--- config.mk ---
export PLATFORM = sky130hd
export DESIGN_NAME = fpec_host_flat
export DESIGN_NICKNAME = d
export VERILOG_FILES = /design/src/fpec_pkg.sv /design/src/fpec_if.sv /design/src/fpec_host.sv /design/src/flat_wrapper.sv
export SDC_FILE = /design/constraint.sdc
export NUM_CORES = 1
export LEC_CHECK = 0
export ABC_AREA = 1
export BUFFER_PORTS_ARGS = -buffer_cell sky130_fd_sc_hd__buf_2
export CAP_MARGIN = 20
export CORE_MARGIN = 2
export CORE_UTILIZATION = 40
export CTS_CLUSTER_SIZE = 28
export DETAILED_ROUTE_END_ITERATION = 10
export GPL_ROUTABILITY_DRIVEN = 0
export GPL_TIMING_DRIVEN = 0
export PLACE_DENSITY = 0.72
export SETUP_SLACK_MARGIN = 0.02
export SLEW_MARGIN = 5
export SYNTH_ARGS = -nofsm -noshare
export SYNTH_HDL_FRONTEND = slang
export SYNTH_SLANG_ARGS = --single-unit
--- constraint.sdc ---
create_clock -name aclk -period 1.3 [get_ports aclk]
set_input_delay 0.13 -clock aclk [delete_from_list [all_inputs] [get_ports aclk]]
set_output_delay 0.13 -clock aclk [all_outputs]
set_load 0.02 [all_outputs]
--- src/fpec_pkg.sv ---
/*
 * Shared constants for the flash program/erase control block: register
 * addresses, field positions, access timing, sequence bytes, host map.
 * Assumes both ends and the bench import it whole.
 */
package fpec_pkg;
    // ======================================
    // Device register addresses
    localparam logic [31:0] FMC_ADDR = 32'hffffe800;
    localparam logic [31:0] FES_ADDR = 32'hffffe801;
    localparam logic [31:0] EBL_ADDR = 32'hffffe802;
    localparam logic [31:0] EBH_ADDR = 32'hffffe803;
    localparam logic [31:0] ROC_ADDR = 32'hffffec26;
    localparam logic [31:0] ROC_LO_ADDR = 32'hffffec27;
    // ======================================
    // Access sizes and timing
    localparam logic [1:0] SZ_BYTE = 2'h0;
    localparam logic [1:0] SZ_WORD = 2'h1;
    localparam logic [1:0] SZ_LONG = 2'h2;
    localparam logic [2:0] CYC_SHORT = 3'h3;
    localparam logic [2:0] CYC_LONG = 3'h6;
    // ======================================
    // Field positions and reset values
    localparam int SWP_BIT = 6;
    localparam int ESU_BIT = 5;
    localparam int PSU_BIT = 4;
    localparam int EV_BIT = 3;
    localparam int PV_BIT = 2;
    localparam int EGO_BIT = 1;
    localparam int PGO_BIT = 0;
    localparam logic [6:0] FMC_RST = 7'h00;
    localparam logic [7:0] EBL_RST = 8'h00;
    localparam logic [5:0] EBH_RST = 6'h00;
    localparam logic [3:0] ROC_RST = 4'h0;
    // ======================================
    // Mode entry byte sequences
    localparam logic [7:0] SEQ_PERMIT = 8'h40;
    localparam logic [7:0] SEQ_PSU = 8'h50;
    localparam logic [7:0] SEQ_PGO = 8'h51;
    localparam logic [7:0] SEQ_ESU = 8'h60;
    localparam logic [7:0] SEQ_EGO = 8'h62;
    localparam logic [7:0] SEQ_EV = 8'h48;
    localparam logic [7:0] SEQ_PV = 8'h44;
    typedef enum logic [2:0] {OP_RAW, OP_PROG, OP_ERASE, OP_EVER, OP_PVER, OP_EXIT} fpec_op_t;
    // ======================================
    // Host register map (AXI4-Lite)
    localparam logic [4:0] H_CTRL = 5'h00;
    localparam logic [4:0] H_ADDR = 5'h04;
    localparam logic [4:0] H_WDATA = 5'h08;
    localparam logic [4:0] H_STAT = 5'h0c;
    localparam logic [4:0] H_RDATA = 5'h10;
    localparam logic [1:0] RESP_OKAY = 2'h0;
    localparam logic [1:0] RESP_SLVERR = 2'h2;
endpackage

--- src/fpec_if.sv ---
/*
 * Peripheral bus between the flash control registers and their controller.
 * Assumes one clock; the bench joins both ends through this interface.
 */
`timescale 1ns/1ps
interface fpec_if (
    input wire logic aclk
);
    logic req;
    logic wr;
    logic [1:0] size;
    logic [31:0] addr;
    logic [31:0] wdata;
    logic ack;
    logic err;
    logic [31:0] rdata;
    modport dev (input req, input wr, input size, input addr, input wdata, output ack, output err, output rdata);
    modport host (output req, output wr, output size, output addr, output wdata, input ack, input err, input rdata);
endinterface

--- src/fpec_host.sv ---
/*
 * Controller end: AXI4-Lite registers for raw accesses and ordered mode
 * entry sequences, driving the peripheral bus one request at a time.
 * Assumes the device answers every request with one ack pulse.
 */
`timescale 1ns/1ps
module fpec_host (
    input wire logic aclk,
    input wire logic aresetn,
    input wire logic ce,
    fpec_if.host bus,
    input wire logic [4:0] s_axi_awaddr,
    input wire logic s_axi_awvalid,
    output logic s_axi_awready,
    input wire logic [31:0] s_axi_wdata,
    input wire logic [3:0] s_axi_wstrb,
    input wire logic s_axi_wvalid,
    output logic s_axi_wready,
    output logic [1:0] s_axi_bresp,
    output logic s_axi_bvalid,
    input wire logic s_axi_bready,
    input wire logic [4:0] s_axi_araddr,
    input wire logic s_axi_arvalid,
    output logic s_axi_arready,
    output logic [31:0] s_axi_rdata,
    output logic [1:0] s_axi_rresp,
    output logic s_axi_rvalid,
    input wire logic s_axi_rready
);
    import fpec_pkg::*;

    typedef enum logic [1:0] {H_IDLE, H_ISSUE, H_WAIT} fpec_hst_t;

    function automatic logic [31:0] strb(input logic [31:0] old, input logic [31:0] nw, input logic [3:0] s);
        for (int i = 0; i < 4; i++) begin
            if (s[i]) begin
                old[i*8 +: 8] = nw[i*8 +: 8];
            end
        end
        return old;
    endfunction

    // One step of an entry sequence: {last, byte}
    function automatic logic [8:0] seq_step(input fpec_op_t op, input logic [1:0] idx);
        logic [7:0] b;
        logic lst;
        b = SEQ_PERMIT;
        lst = 1'b1;
        if (idx != 2'h0) begin
            case (op)
                OP_PROG: b = (idx == 2'h1) ? SEQ_PSU : SEQ_PGO;
                OP_ERASE: b = (idx == 2'h1) ? SEQ_ESU : SEQ_EGO;
                OP_EVER: b = SEQ_EV;
                OP_PVER: b = SEQ_PV;
                default: b = SEQ_PERMIT;
            endcase
        end
        case (op)
            OP_PROG, OP_ERASE: lst = idx == 2'h2;
            OP_EVER, OP_PVER: lst = idx == 2'h1;
            default: lst = 1'b1;
        endcase
        return {lst, b};
    endfunction

    fpec_hst_t st_r;
    fpec_op_t op_r;
    logic [1:0] step_r;
    logic raw_wr_r;
    logic [1:0] raw_sz_r;
    logic [31:0] addr_r;
    logic [31:0] wdata_r;
    logic [31:0] rdata_r;
    logic err_r;
    logic req_r;
    logic bwr_r;
    logic [1:0] bsz_r;
    logic [31:0] baddr_r;
    logic [31:0] bwd_r;
    logic bvalid_r;
    logic [1:0] bresp_r;
    logic rvalid_r;
    logic [1:0] rresp_r;
    logic [31:0] axr_r;

    // ======================================
    // AXI decode
    wire wr_go = ce & s_axi_awvalid & s_axi_wvalid & !bvalid_r;
    wire rd_go = ce & s_axi_arvalid & !rvalid_r;
    wire busy = st_r != H_IDLE;
    wire w_ctrl = s_axi_awaddr == H_CTRL;
    wire w_addr = s_axi_awaddr == H_ADDR;
    wire w_wdat = s_axi_awaddr == H_WDATA;
    wire w_ok = (w_ctrl & !busy) | w_addr | w_wdat | (s_axi_awaddr == H_STAT) | (s_axi_awaddr == H_RDATA);
    wire start = wr_go & w_ctrl & !busy;
    wire [8:0] step = seq_step(op_r, step_r);
    wire is_raw = op_r == OP_RAW;
    wire [31:0] rsel = (s_axi_araddr == H_CTRL) ? {26'h0, raw_sz_r, raw_wr_r, op_r} :
        (s_axi_araddr == H_ADDR) ? addr_r :
        (s_axi_araddr == H_WDATA) ? wdata_r :
        (s_axi_araddr == H_STAT) ? {30'h0, err_r, busy} :
        (s_axi_araddr == H_RDATA) ? rdata_r : 32'h0;
    wire r_ok = (s_axi_araddr == H_CTRL) | (s_axi_araddr == H_ADDR) | (s_axi_araddr == H_WDATA) |
        (s_axi_araddr == H_STAT) | (s_axi_araddr == H_RDATA);

    // ======================================
    // AXI slave
    always_ff @(posedge aclk) begin
        if (!aresetn) begin
            bvalid_r <= 1'b0;
            bresp_r <= RESP_OKAY;
            rvalid_r <= 1'b0;
            rresp_r <= RESP_OKAY;
            axr_r <= 32'h0;
            addr_r <= 32'h0;
            wdata_r <= 32'h0;
        end else if (ce) begin
            if (wr_go) begin
                bvalid_r <= 1'b1;
                bresp_r <= w_ok ? RESP_OKAY : RESP_SLVERR;
                if (w_addr) begin
                    addr_r <= strb(addr_r, s_axi_wdata, s_axi_wstrb);
                end
                if (w_wdat) begin
                    wdata_r <= strb(wdata_r, s_axi_wdata, s_axi_wstrb);
                end
            end else if (s_axi_bready) begin
                bvalid_r <= 1'b0;
            end
            if (rd_go) begin
                rvalid_r <= 1'b1;
                axr_r <= rsel;
                rresp_r <= r_ok ? RESP_OKAY : RESP_SLVERR;
            end else if (s_axi_rready) begin
                rvalid_r <= 1'b0;
            end
        end
    end

    // ======================================
    // Sequencer: one device access per step
    always_ff @(posedge aclk) begin
        if (!aresetn) begin
            st_r <= H_IDLE;
            op_r <= OP_RAW;
            step_r <= 2'h0;
            raw_wr_r <= 1'b0;
            raw_sz_r <= SZ_BYTE;
            rdata_r <= 32'h0;
            err_r <= 1'b0;
            req_r <= 1'b0;
            bwr_r <= 1'b0;
            bsz_r <= SZ_BYTE;
            baddr_r <= 32'h0;
            bwd_r <= 32'h0;
        end else if (ce) begin
            req_r <= 1'b0;
            case (st_r)
                H_IDLE: begin
                    if (start) begin
                        op_r <= fpec_op_t'(s_axi_wdata[2:0]);
                        raw_wr_r <= s_axi_wdata[3];
                        raw_sz_r <= s_axi_wdata[5:4];
                        step_r <= 2'h0;
                        err_r <= 1'b0;
                        st_r <= H_ISSUE;
                    end
                end
                H_ISSUE: begin
                    req_r <= 1'b1;
                    bwr_r <= is_raw ? raw_wr_r : 1'b1;
                    bsz_r <= is_raw ? raw_sz_r : SZ_BYTE;
                    baddr_r <= is_raw ? addr_r : FMC_ADDR;
                    bwd_r <= is_raw ? wdata_r : {24'h0, step[7:0]};
                    st_r <= H_WAIT;
                end
                H_WAIT: begin
                    if (bus.ack) begin
                        if (is_raw & !bwr_r) begin
                            rdata_r <= bus.rdata;
                        end
                        if (bus.err | is_raw | step[8]) begin
                            err_r <= bus.err;
                            st_r <= H_IDLE;
                        end else begin
                            step_r <= step_r + 2'h1;
                            st_r <= H_ISSUE;
                        end
                    end
                end
                default: st_r <= H_IDLE;
            endcase
        end
    end

    assign s_axi_awready = wr_go;
    assign s_axi_wready = wr_go;
    assign s_axi_bvalid = bvalid_r;
    assign s_axi_bresp = bresp_r;
    assign s_axi_arready = ce & !rvalid_r;
    assign s_axi_rvalid = rvalid_r;
    assign s_axi_rresp = rresp_r;
    assign s_axi_rdata = axr_r;
    assign bus.req = req_r;
    assign bus.wr = bwr_r;
    assign bus.size = bsz_r;
    assign bus.addr = baddr_r;
    assign bus.wdata = bwd_r;
endmodule

--- src/flat_wrapper.sv ---
// flat-port wrapper written by rule: the top's interface ports become plain ports
module fpec_host_flat import fpec_pkg::*;
  (aclk, aresetn, ce, s_axi_awaddr, s_axi_awvalid, s_axi_awready, s_axi_wdata, s_axi_wstrb, s_axi_wvalid, s_axi_wready, s_axi_bresp, s_axi_bvalid, s_axi_bready, s_axi_araddr, s_axi_arvalid, s_axi_arready, s_axi_rdata, s_axi_rresp, s_axi_rvalid, s_axi_rready, bus_req, bus_wr, bus_size, bus_addr, bus_wdata, bus_ack, bus_err, bus_rdata);
  fpec_if bus_i (.aclk(aclk));
  input wire logic aclk;
  input wire logic aresetn;
  input wire logic ce;
  input wire logic [4:0] s_axi_awaddr;
  input wire logic s_axi_awvalid;
  output logic s_axi_awready;
  input wire logic [31:0] s_axi_wdata;
  input wire logic [3:0] s_axi_wstrb;
  input wire logic s_axi_wvalid;
  output logic s_axi_wready;
  output logic [1:0] s_axi_bresp;
  output logic s_axi_bvalid;
  input wire logic s_axi_bready;
  input wire logic [4:0] s_axi_araddr;
  input wire logic s_axi_arvalid;
  output logic s_axi_arready;
  output logic [31:0] s_axi_rdata;
  output logic [1:0] s_axi_rresp;
  output logic s_axi_rvalid;
  input wire logic s_axi_rready;
  output wire logic [$bits(bus_i.req)-1:0] bus_req;
  output wire logic [$bits(bus_i.wr)-1:0] bus_wr;
  output wire logic [$bits(bus_i.size)-1:0] bus_size;
  output wire logic [$bits(bus_i.addr)-1:0] bus_addr;
  output wire logic [$bits(bus_i.wdata)-1:0] bus_wdata;
  input wire logic [$bits(bus_i.ack)-1:0] bus_ack;
  input wire logic [$bits(bus_i.err)-1:0] bus_err;
  input wire logic [$bits(bus_i.rdata)-1:0] bus_rdata;
  assign bus_req = bus_i.req;
  assign bus_wr = bus_i.wr;
  assign bus_size = bus_i.size;
  assign bus_addr = bus_i.addr;
  assign bus_wdata = bus_i.wdata;
  assign bus_i.ack = bus_ack;
  assign bus_i.err = bus_err;
  assign bus_i.rdata = bus_rdata;
  fpec_host u_core (.aclk(aclk), .aresetn(aresetn), .ce(ce), .bus(bus_i), .s_axi_awaddr(s_axi_awaddr), .s_axi_awvalid(s_axi_awvalid), .s_axi_awready(s_axi_awready), .s_axi_wdata(s_axi_wdata), .s_axi_wstrb(s_axi_wstrb), .s_axi_wvalid(s_axi_wvalid), .s_axi_wready(s_axi_wready), .s_axi_bresp(s_axi_bresp), .s_axi_bvalid(s_axi_bvalid), .s_axi_bready(s_axi_bready), .s_axi_araddr(s_axi_araddr), .s_axi_arvalid(s_axi_arvalid), .s_axi_arready(s_axi_arready), .s_axi_rdata(s_axi_rdata), .s_axi_rresp(s_axi_rresp), .s_axi_rvalid(s_axi_rvalid), .s_axi_rready(s_axi_rready));
endmodule
==> reports/qor.yml, run 1 <==
worst_setup_path:
  r2r_start: "u_core.st_r[0]"
  critPathKind: "reg -> reg"
  worstPathMaxFanout: 8
  cp-startpoint: "u_core.st_r[0]"
  worstPathArrival_ns: 1.98
  reg2reg_to: "u_core.rdata_r[2]"
  critical_path_required_ns: 1.69
  startpoint_type: "register"
  cp-endpoint: "u_core.rdata_r[2]"
  end_kind: "register"
  reg2reg_depth: 8
  r2r_setup_slack_ns: -0.29
detailed_routing:
  vias: 9160
  vias_per_cell: 5.35
  ant_nets: 0
  drt_iter0_drc: 780
  drc: 0
  dr.pass1.iters: 5
  wl_per_cell_um: 19.2
  routed_wl_um: 32800
grt:
  grt_use_total_pct: 26.9
  antenna_found_initial: 0
  grt_pass1_wl_um: 46000
  grt_max_degree: 14
  grt_pass1_vias: 8600
  gr-total-overflow: 0
clock_network:
  cts.sinks: 211
  cts_buffers: 22
  cts_max_level: 1
  clk_latency_ns: 0.51
  clk_pin_slew_ns: 0.06
  clockBufferDepth: 3
  cts_root_buffer: "clkbuf_16"
  cts_tree: "built"
floorplanning:
  num_rows: 52
  die_area_sq_um: 21800
  ios: 197
  die_x_um: 148
  fp.dieH_um: 148
  coreArea_sq_um: 20200
  start_util_pct: 40.8
timing:
  tns_ns: -26.09
  maxSlewViolCount: 0
  grt_setup_unrepaired: "true"
  finalSetupViolations: 183
  min_period_over_period_pct: 122
  worst_slew_pin_slew_ns: 0.897
  relSlewSlack_pct: 40.2
  hold_viol: 0
  clock_skew_ns: 0.0114
  fin_crit_ns: 1.59
  fmax_mhz: 629
  timing.final.ws_setup_ns: -0.290
finish:
  syn2layout_area_growth_pct: 60.5
  final_common_cell: "dfxtp_1"
  final_area_sq_um: 13300
  layout.nets: 1516
  antenna_cells: 0
  fillerInstances: 1558
  utilization_pct: 65.5
  layout-drive-gt1-share_pct: 41.0
  final_cell_mix: "dfxtp_1, buf_2, nor2_1"
  finalNonFillerCells: 1711
run_status:
  violations: "negative setup slack"
  status: "complete, but fails checks"
pwr:
  power.total_mw: 13.8
  powerDensity_nw_per_um2: 1040
  ir_drop_uv: 727
  p_leak_nw: 5.25
placed_design:
  dp_cells: 1532
  portBuffers: 193
  placed_area_sq_um: 9820
  dp_hpwl_um: 20100
logic_synthesis:
  synth_top_area_cell: "dfxtp_1"
  ys_ff_latch: 211
  synth-seq-area-share_pct: 51.2
  synth_cells: 1068
  synth.top_cell.area_share_pct: 51.2
  yosys.cell_types.count: 31
  post_synth_instance_area_sq_um: 8260
  synth.yosys.warnings: 0
  syn_area_per_cell_sq_um: 7.73
  synth_area_leaders: "dfxtp_1, o21ai_0, a21oi_1"
min_path:
  hold_class: "in -> reg"
flow_run:
  drv_cap: 0
-- power by group --
part	internal [mW]	switching [mW]	leakage, nW
clock network	3.52	2.65	0.353
registers	6.48	0.0198	1.71
logic	0.504	0.661	3.20
-- per-layer routing --
metal	wire (um)	GRT usage, %
met4	1410	11.5
met1	13200	35.0
met2	15800	44.7
met5	0	0
met3	2400	3.80
-- through the flow --
| step | setup WS [ns] | hold WS (ns) |
|---|---|---|
| 2_1_floorplan | -0.0571 | 0.272 |
| 3_3_place_gp | -0.735 | 0.389 |
| 3_5_place_dp | -0.717 | 0.399 |
| 4_1_cts | -0.200 | 0.0155 |
| 5_1_grt | -0.316 | 0.0470 |
| 6_report | -0.290 | 0.0199 |
-- synth_stat cells (all sizes together) --
| cell type | count |
|---|---|
| a21oi | 136 |
| o311ai | 1 |
| a31oi | 1 |
| buf | 25 |
| a22oi | 40 |
| nand2 | 104 |
| conb | 1 |
| nor3 | 11 |
| inv | 105 |
| nand4 | 4 |
| nor3b | 1 |
| a221oi | 1 |
| clkinv | 1 |
| o2111ai | 2 |
| nand3 | 22 |
| dfxtp | 211 |
| nor4 | 2 |
| o22ai | 6 |
| clkbuf | 45 |
| nor2 | 155 |
| o21ai | 191 |
| ha | 3 |
-- critical path, stage by stage (launching register included) --
cell	delay (ns)
dfxtp_4	0.35
buf_6	0.12
buf_6	0.12
nor3_4	0.22
nand2_4	0.10
buf_12	0.17
buf_12	0.14
o21ai_2	0.16
a21oi_1	0.08
-- flip-flops by register name, indices dropped and copies added, names as in the netlist, 2 cells and up --
register	count
u_core.op_r	3
u_core.addr_r	32
u_core.bus.wdata	32
u_core.bus.size	2
u_core.s_axi_rdata	32
u_core.rdata_r	32
u_core.raw_sz_r	2
u_core.bus.addr	32
u_core.wdata_r	32
u_core.st_r	2
u_core.step_r	2
-- layout make-up --
type	instances	area, sq um	area share (%)
inverter	106	413	3.11
sequential	211	4250	32.0
clock inverter	7	35.0	0.264
timing repair buffer	332	2500	18.9
clock buffer	33	663	5.00
multi-input combinational	682	4370	32.9
tap	270	338	2.55
buffer	70	694	5.24
-- kinds of logic (layout without fill, tap and decap cells) --
group           count (synthesis)  count (layout)  synth area share [%]
compound gates                378             378                  24.5
fa+ha+maj                       3               3                 0.455
buf+inv                       176             548                  9.01
flops                         211             211                  51.2
other cells                     1               2                0.0454
simple gates                  299             299                  14.8
-- what timing repair did --
action | in CTS | in global routing
gates resized for setup | 260 | 223
hold buffers | 70 | 0
setup buffers | 33 | 25
endpoints found under the hold margin | 107 | 0
pin swaps | 18 | 56
endpoints found under the setup margin | 205 | 209
cloned | 9 | 6
-- how the worst min path moves through the flow --
stage	end	cells after the start	from	slack [ns]
floorplan	u_core.raw_sz_r[1]	2	s_axi_wdata[5]	0.27
global placement	u_core.rdata_r[22]	3	bus_rdata[22]	0.39
detailed placement	u_core.rdata_r[21]	3	bus_rdata[21]	0.40
CTS	u_core.s_axi_bresp[1]	4	s_axi_awaddr[4]	0.02
global route	u_core.s_axi_rresp[1]	5	s_axi_araddr[0]	0.05
finish	u_core.s_axi_rresp[1]	5	s_axi_araddr[0]	0.02
Note: power is estimated with default switching activity, not from simulation.
==> run 2: changes to the inputs <==
--- a/config.mk
+++ b/config.mk
@@ -5,7 +5,6 @@
 export SDC_FILE = /design/constraint.sdc
 export NUM_CORES = 1
 export LEC_CHECK = 0
-export ABC_AREA = 1
 export BUFFER_PORTS_ARGS = -buffer_cell sky130_fd_sc_hd__buf_2
 export CAP_MARGIN = 20
 export CORE_MARGIN = 2
==> run 2 against run 1 <==
The flow still finishes with violations (negative setup slack). Critical path type unchanged. Largest cell class unchanged. Power rose by 2.0%. Cell area rose by 1.5%. Setup slack worse by 0.13 ns. Routed wire length hardly changed. Non-clock buffer count fell by 2. Sequential cell count did not move. Critical endpoint is now u_core.bus.addr[23]. Largest power group is now the clock network.
==> reports/qor.yml, run 2 <==
placed_design:
  place_ws_ns: -0.800  # -0.0821 ns
  portBuffers: 194  # +0.52%
  dp_hpwl_um: 20300  # +0.81%
  dp_cells: 1377  # -10%
logic_synthesis:
  synth_most_common_cell: "dfxtp_1"
  synth-seq-area-share_pct: 50.8  # -0.32 points
  post_synth_instance_area_sq_um: 8310  # +0.64%
  yosys.cell_types.count: 55  # +77%
  synth.top_cell.area_share_pct: 50.8  # -0.32 points
  synth_edf_count: 0  # unchanged
  synthTopCellsByCount: "dfxtp_1, nand2_1, mux2i_1"
  synth_area_leaders: "dfxtp_1, mux2i_1, nand2_1"
  synth_cells: 912  # -15%
  syn_area_per_cell_sq_um: 9.11  # +18%
  synthArstFlopShare_pct: 0  # unchanged
  synth.yosys.warnings: 0  # unchanged
  ys_ff_latch: 211  # unchanged
  synth_ff_type: "dfxtp_1"
  synth_top_area_cell: "dfxtp_1"
timing:
  clock_skew_ns: 0.0246  # +0.0131 ns
  maxSlewViolCount: 0  # unchanged
  hold_viol: 0  # unchanged
  grt_setup_unrepaired: "true"
  fin_crit_ns: 1.73  # +0.135 ns
  worst_slew_pin_slew_ns: 0.889  # -0.00838 ns
  fmax_mhz: 580  # -7.8%
  timing.final.ws_setup_ns: -0.425  # -0.135 ns
  min_period_over_period_pct: 133  # +10 points
  finalSetupViolations: 202  # +10%
  tns_ns: -49.00  # -22.91 ns
  relSlewSlack_pct: 40.8  # +0.56 points
clock_network:
  clockBufferDepth: 3  # unchanged
  cts_buffers: 22  # unchanged
  cts.sinks: 211  # unchanged
  cts_tree: "built"
  clk_latency_ns: 0.53  # +0.02 ns
  clk_pin_slew_ns: 0.06  # about the same
  cts_max_level: 1  # unchanged
  cts_root_buffer: "clkbuf_16"
floorplanning:
  num_rows: 52  # unchanged
  ios: 197  # unchanged
  die_x_um: 148  # +0.31%
  fp.dieH_um: 148  # +0.31%
  die_area_sq_um: 21900  # +0.62%
  start_util_pct: 40.9  # +0.13 points
  coreArea_sq_um: 20300  # +0.32%
pwr:
  ir_drop_uv: 759  # +4.4%
  power.total_mw: 14.1  # +2.0%
  powerDensity_nw_per_um2: 1050  # +0.46%
  p_leak_nw: 5.52  # +5.2%
finish:
  final_common_cell: "dfxtp_1"
  layout-drive-gt1-share_pct: 43.8  # +2.8 points
  finalNonFillerCells: 1548  # -9.5%
  syn2layout_area_growth_pct: 61.9
  layout.nets: 1353  # -11%
  utilization_pct: 66.3  # +0.76 points
  final_cell_mix: "dfxtp_1, buf_2, nand2_1"
min_path:
  hold_class: "in -> reg"
detailed_routing:
  vias: 8714  # -4.9%
  wl_per_cell_um: 21.2  # +10%
  dr.pass1.iters: 5  # unchanged
  routed_wl_um: 32800  # about the same
  vias_per_cell: 5.63  # +5.1%
  drc: 0  # unchanged
  drt_iter0_drc: 750  # -3.8%
  ant_nets: 0  # unchanged
grt:
  grt_max_degree: 14  # unchanged
  grt_use_total_pct: 27.2  # +0.31 points
  grt_pass1_wl_um: 46500  # +1.1%
  gr-total-overflow: 0  # unchanged
  antenna_found_initial: 2  # +2
  grt_pass1_vias: 8484  # -1.3%
worst_setup_path:
  critPathKind: "reg -> reg"
  worstPathArrival_ns: 2.14  # +0.16 ns
  worstPathMaxFanout: 6  # -2
  critical_path_required_ns: 1.72  # +0.03 ns
  end_kind: "register"
  startpoint_type: "register"
run_status:
  violations: "negative setup slack"
  status: "complete, but fails checks"
flow_run:
  drv_cap: 0  # unchanged
-- run 2: cell types whose count changed after synthesis, moves of 77 or more --
| cell | delta |
|---|---|
| nand2_1 | +91 |
| a21oi_1 | -90 |
| o21ai_0 | -125 |
| inv_1 | -95 |
| mux2i_1 | +77 |
| nor2_1 | -85 |
-- run 2: cell type report --
cell class / count / area [sq um]
Fill cell: 1499 / 6850
Multi-Input combinational cell: 621 / 4950
Sequential cell: 211 / 4250
Timing Repair Buffer: 329 / 2470
Buffer: 71 / 661
Clock buffer: 32 / 648
Tap cell: 270 / 338
Clock inverter: 7 / 96.3
Inverter: 6 / 32.5
Antenna cell: 1 / 2.50
-- run 2: metal layers --
metal | up-vias | global-route usage (%) | part of all wire [%]
li1 | 3944 | - | -
met3 | 119 | 4.91 | 8.0
met2 | 475 | 46.2 | 48
met5 | - | 0 | 0.040
met4 | 2 | 11.6 | 4.9
met1 | 4174 | 33.9 | 39
-- run 2: worst paths after layout --
check	start	end	slack, ns	cells after the start
setup reg to reg	u_core.op_r[0]	u_core.bus.addr[23]	-0.43	8
hold / removal	s_axi_awaddr[4]	u_core.s_axi_bresp[1]	0.03	3
setup / recovery	u_core.op_r[0]	u_core.bus.addr[23]	-0.43	8
hold reg to reg	u_core.s_axi_rdata[19]	u_core.s_axi_rdata[19]	0.44	2
-- run 2: kinds of logic (layout without fill, tap and decap cells) --
kind of cell / Yosys count / after routing / synth area share (%)
compound gates: 226 / 226 / 18.9
buf+inv: 81 / 445 / 4.00
fa+ha+maj: 3 / 3 / 0.452
other cells: 1 / 3 / 0.0451
simple gates: 313 / 313 / 16.5
flops: 211 / 211 / 50.8
mux: 77 / 77 / 9.27
-- run 2: metrics by stage --
step / hold slack, ns / area, sq um
2_1_floorplan: 0.266 / 8780
5_1_grt: 0.0468 / 13500
3_5_place_dp: 0.380 / 10100
4_1_cts: 0.00829 / 12600
3_3_place_gp: 0.378 / 10100
6_report: 0.0325 / 13500
-- run 2: power breakdown --
part	switching, mW	internal (mW)	total [mW]
combinational	0.600	0.471	1.07
clock	2.67	3.86	6.53
sequential	0.0210	6.48	6.50
total	3.29	10.8	14.1
-- run 2: what timing repair did --
| action | CTS | global route |
|---|---|---|
| resized for setup | 188 | 214 |
| pin swaps | 42 | 53 |
| hold buffers | 73 | 0 |
| buffers inserted | 32 | 24 |
| cloned | 8 | 5 |
| endpoints found under the setup margin | 211 | 212 |
| endpoints found under the hold margin | 110 | 0 |
-- run 2: critical path, cell delays in order, from the launching register on --
cell and delay, ns:
dfxtp_4 0.36, buf_6 0.11, buf_6 0.10, buf_6 0.12
clkbuf_16 0.16, nor3_4 0.20, nand2_4 0.17, clkbuf_16 0.20
o221a_4 0.21
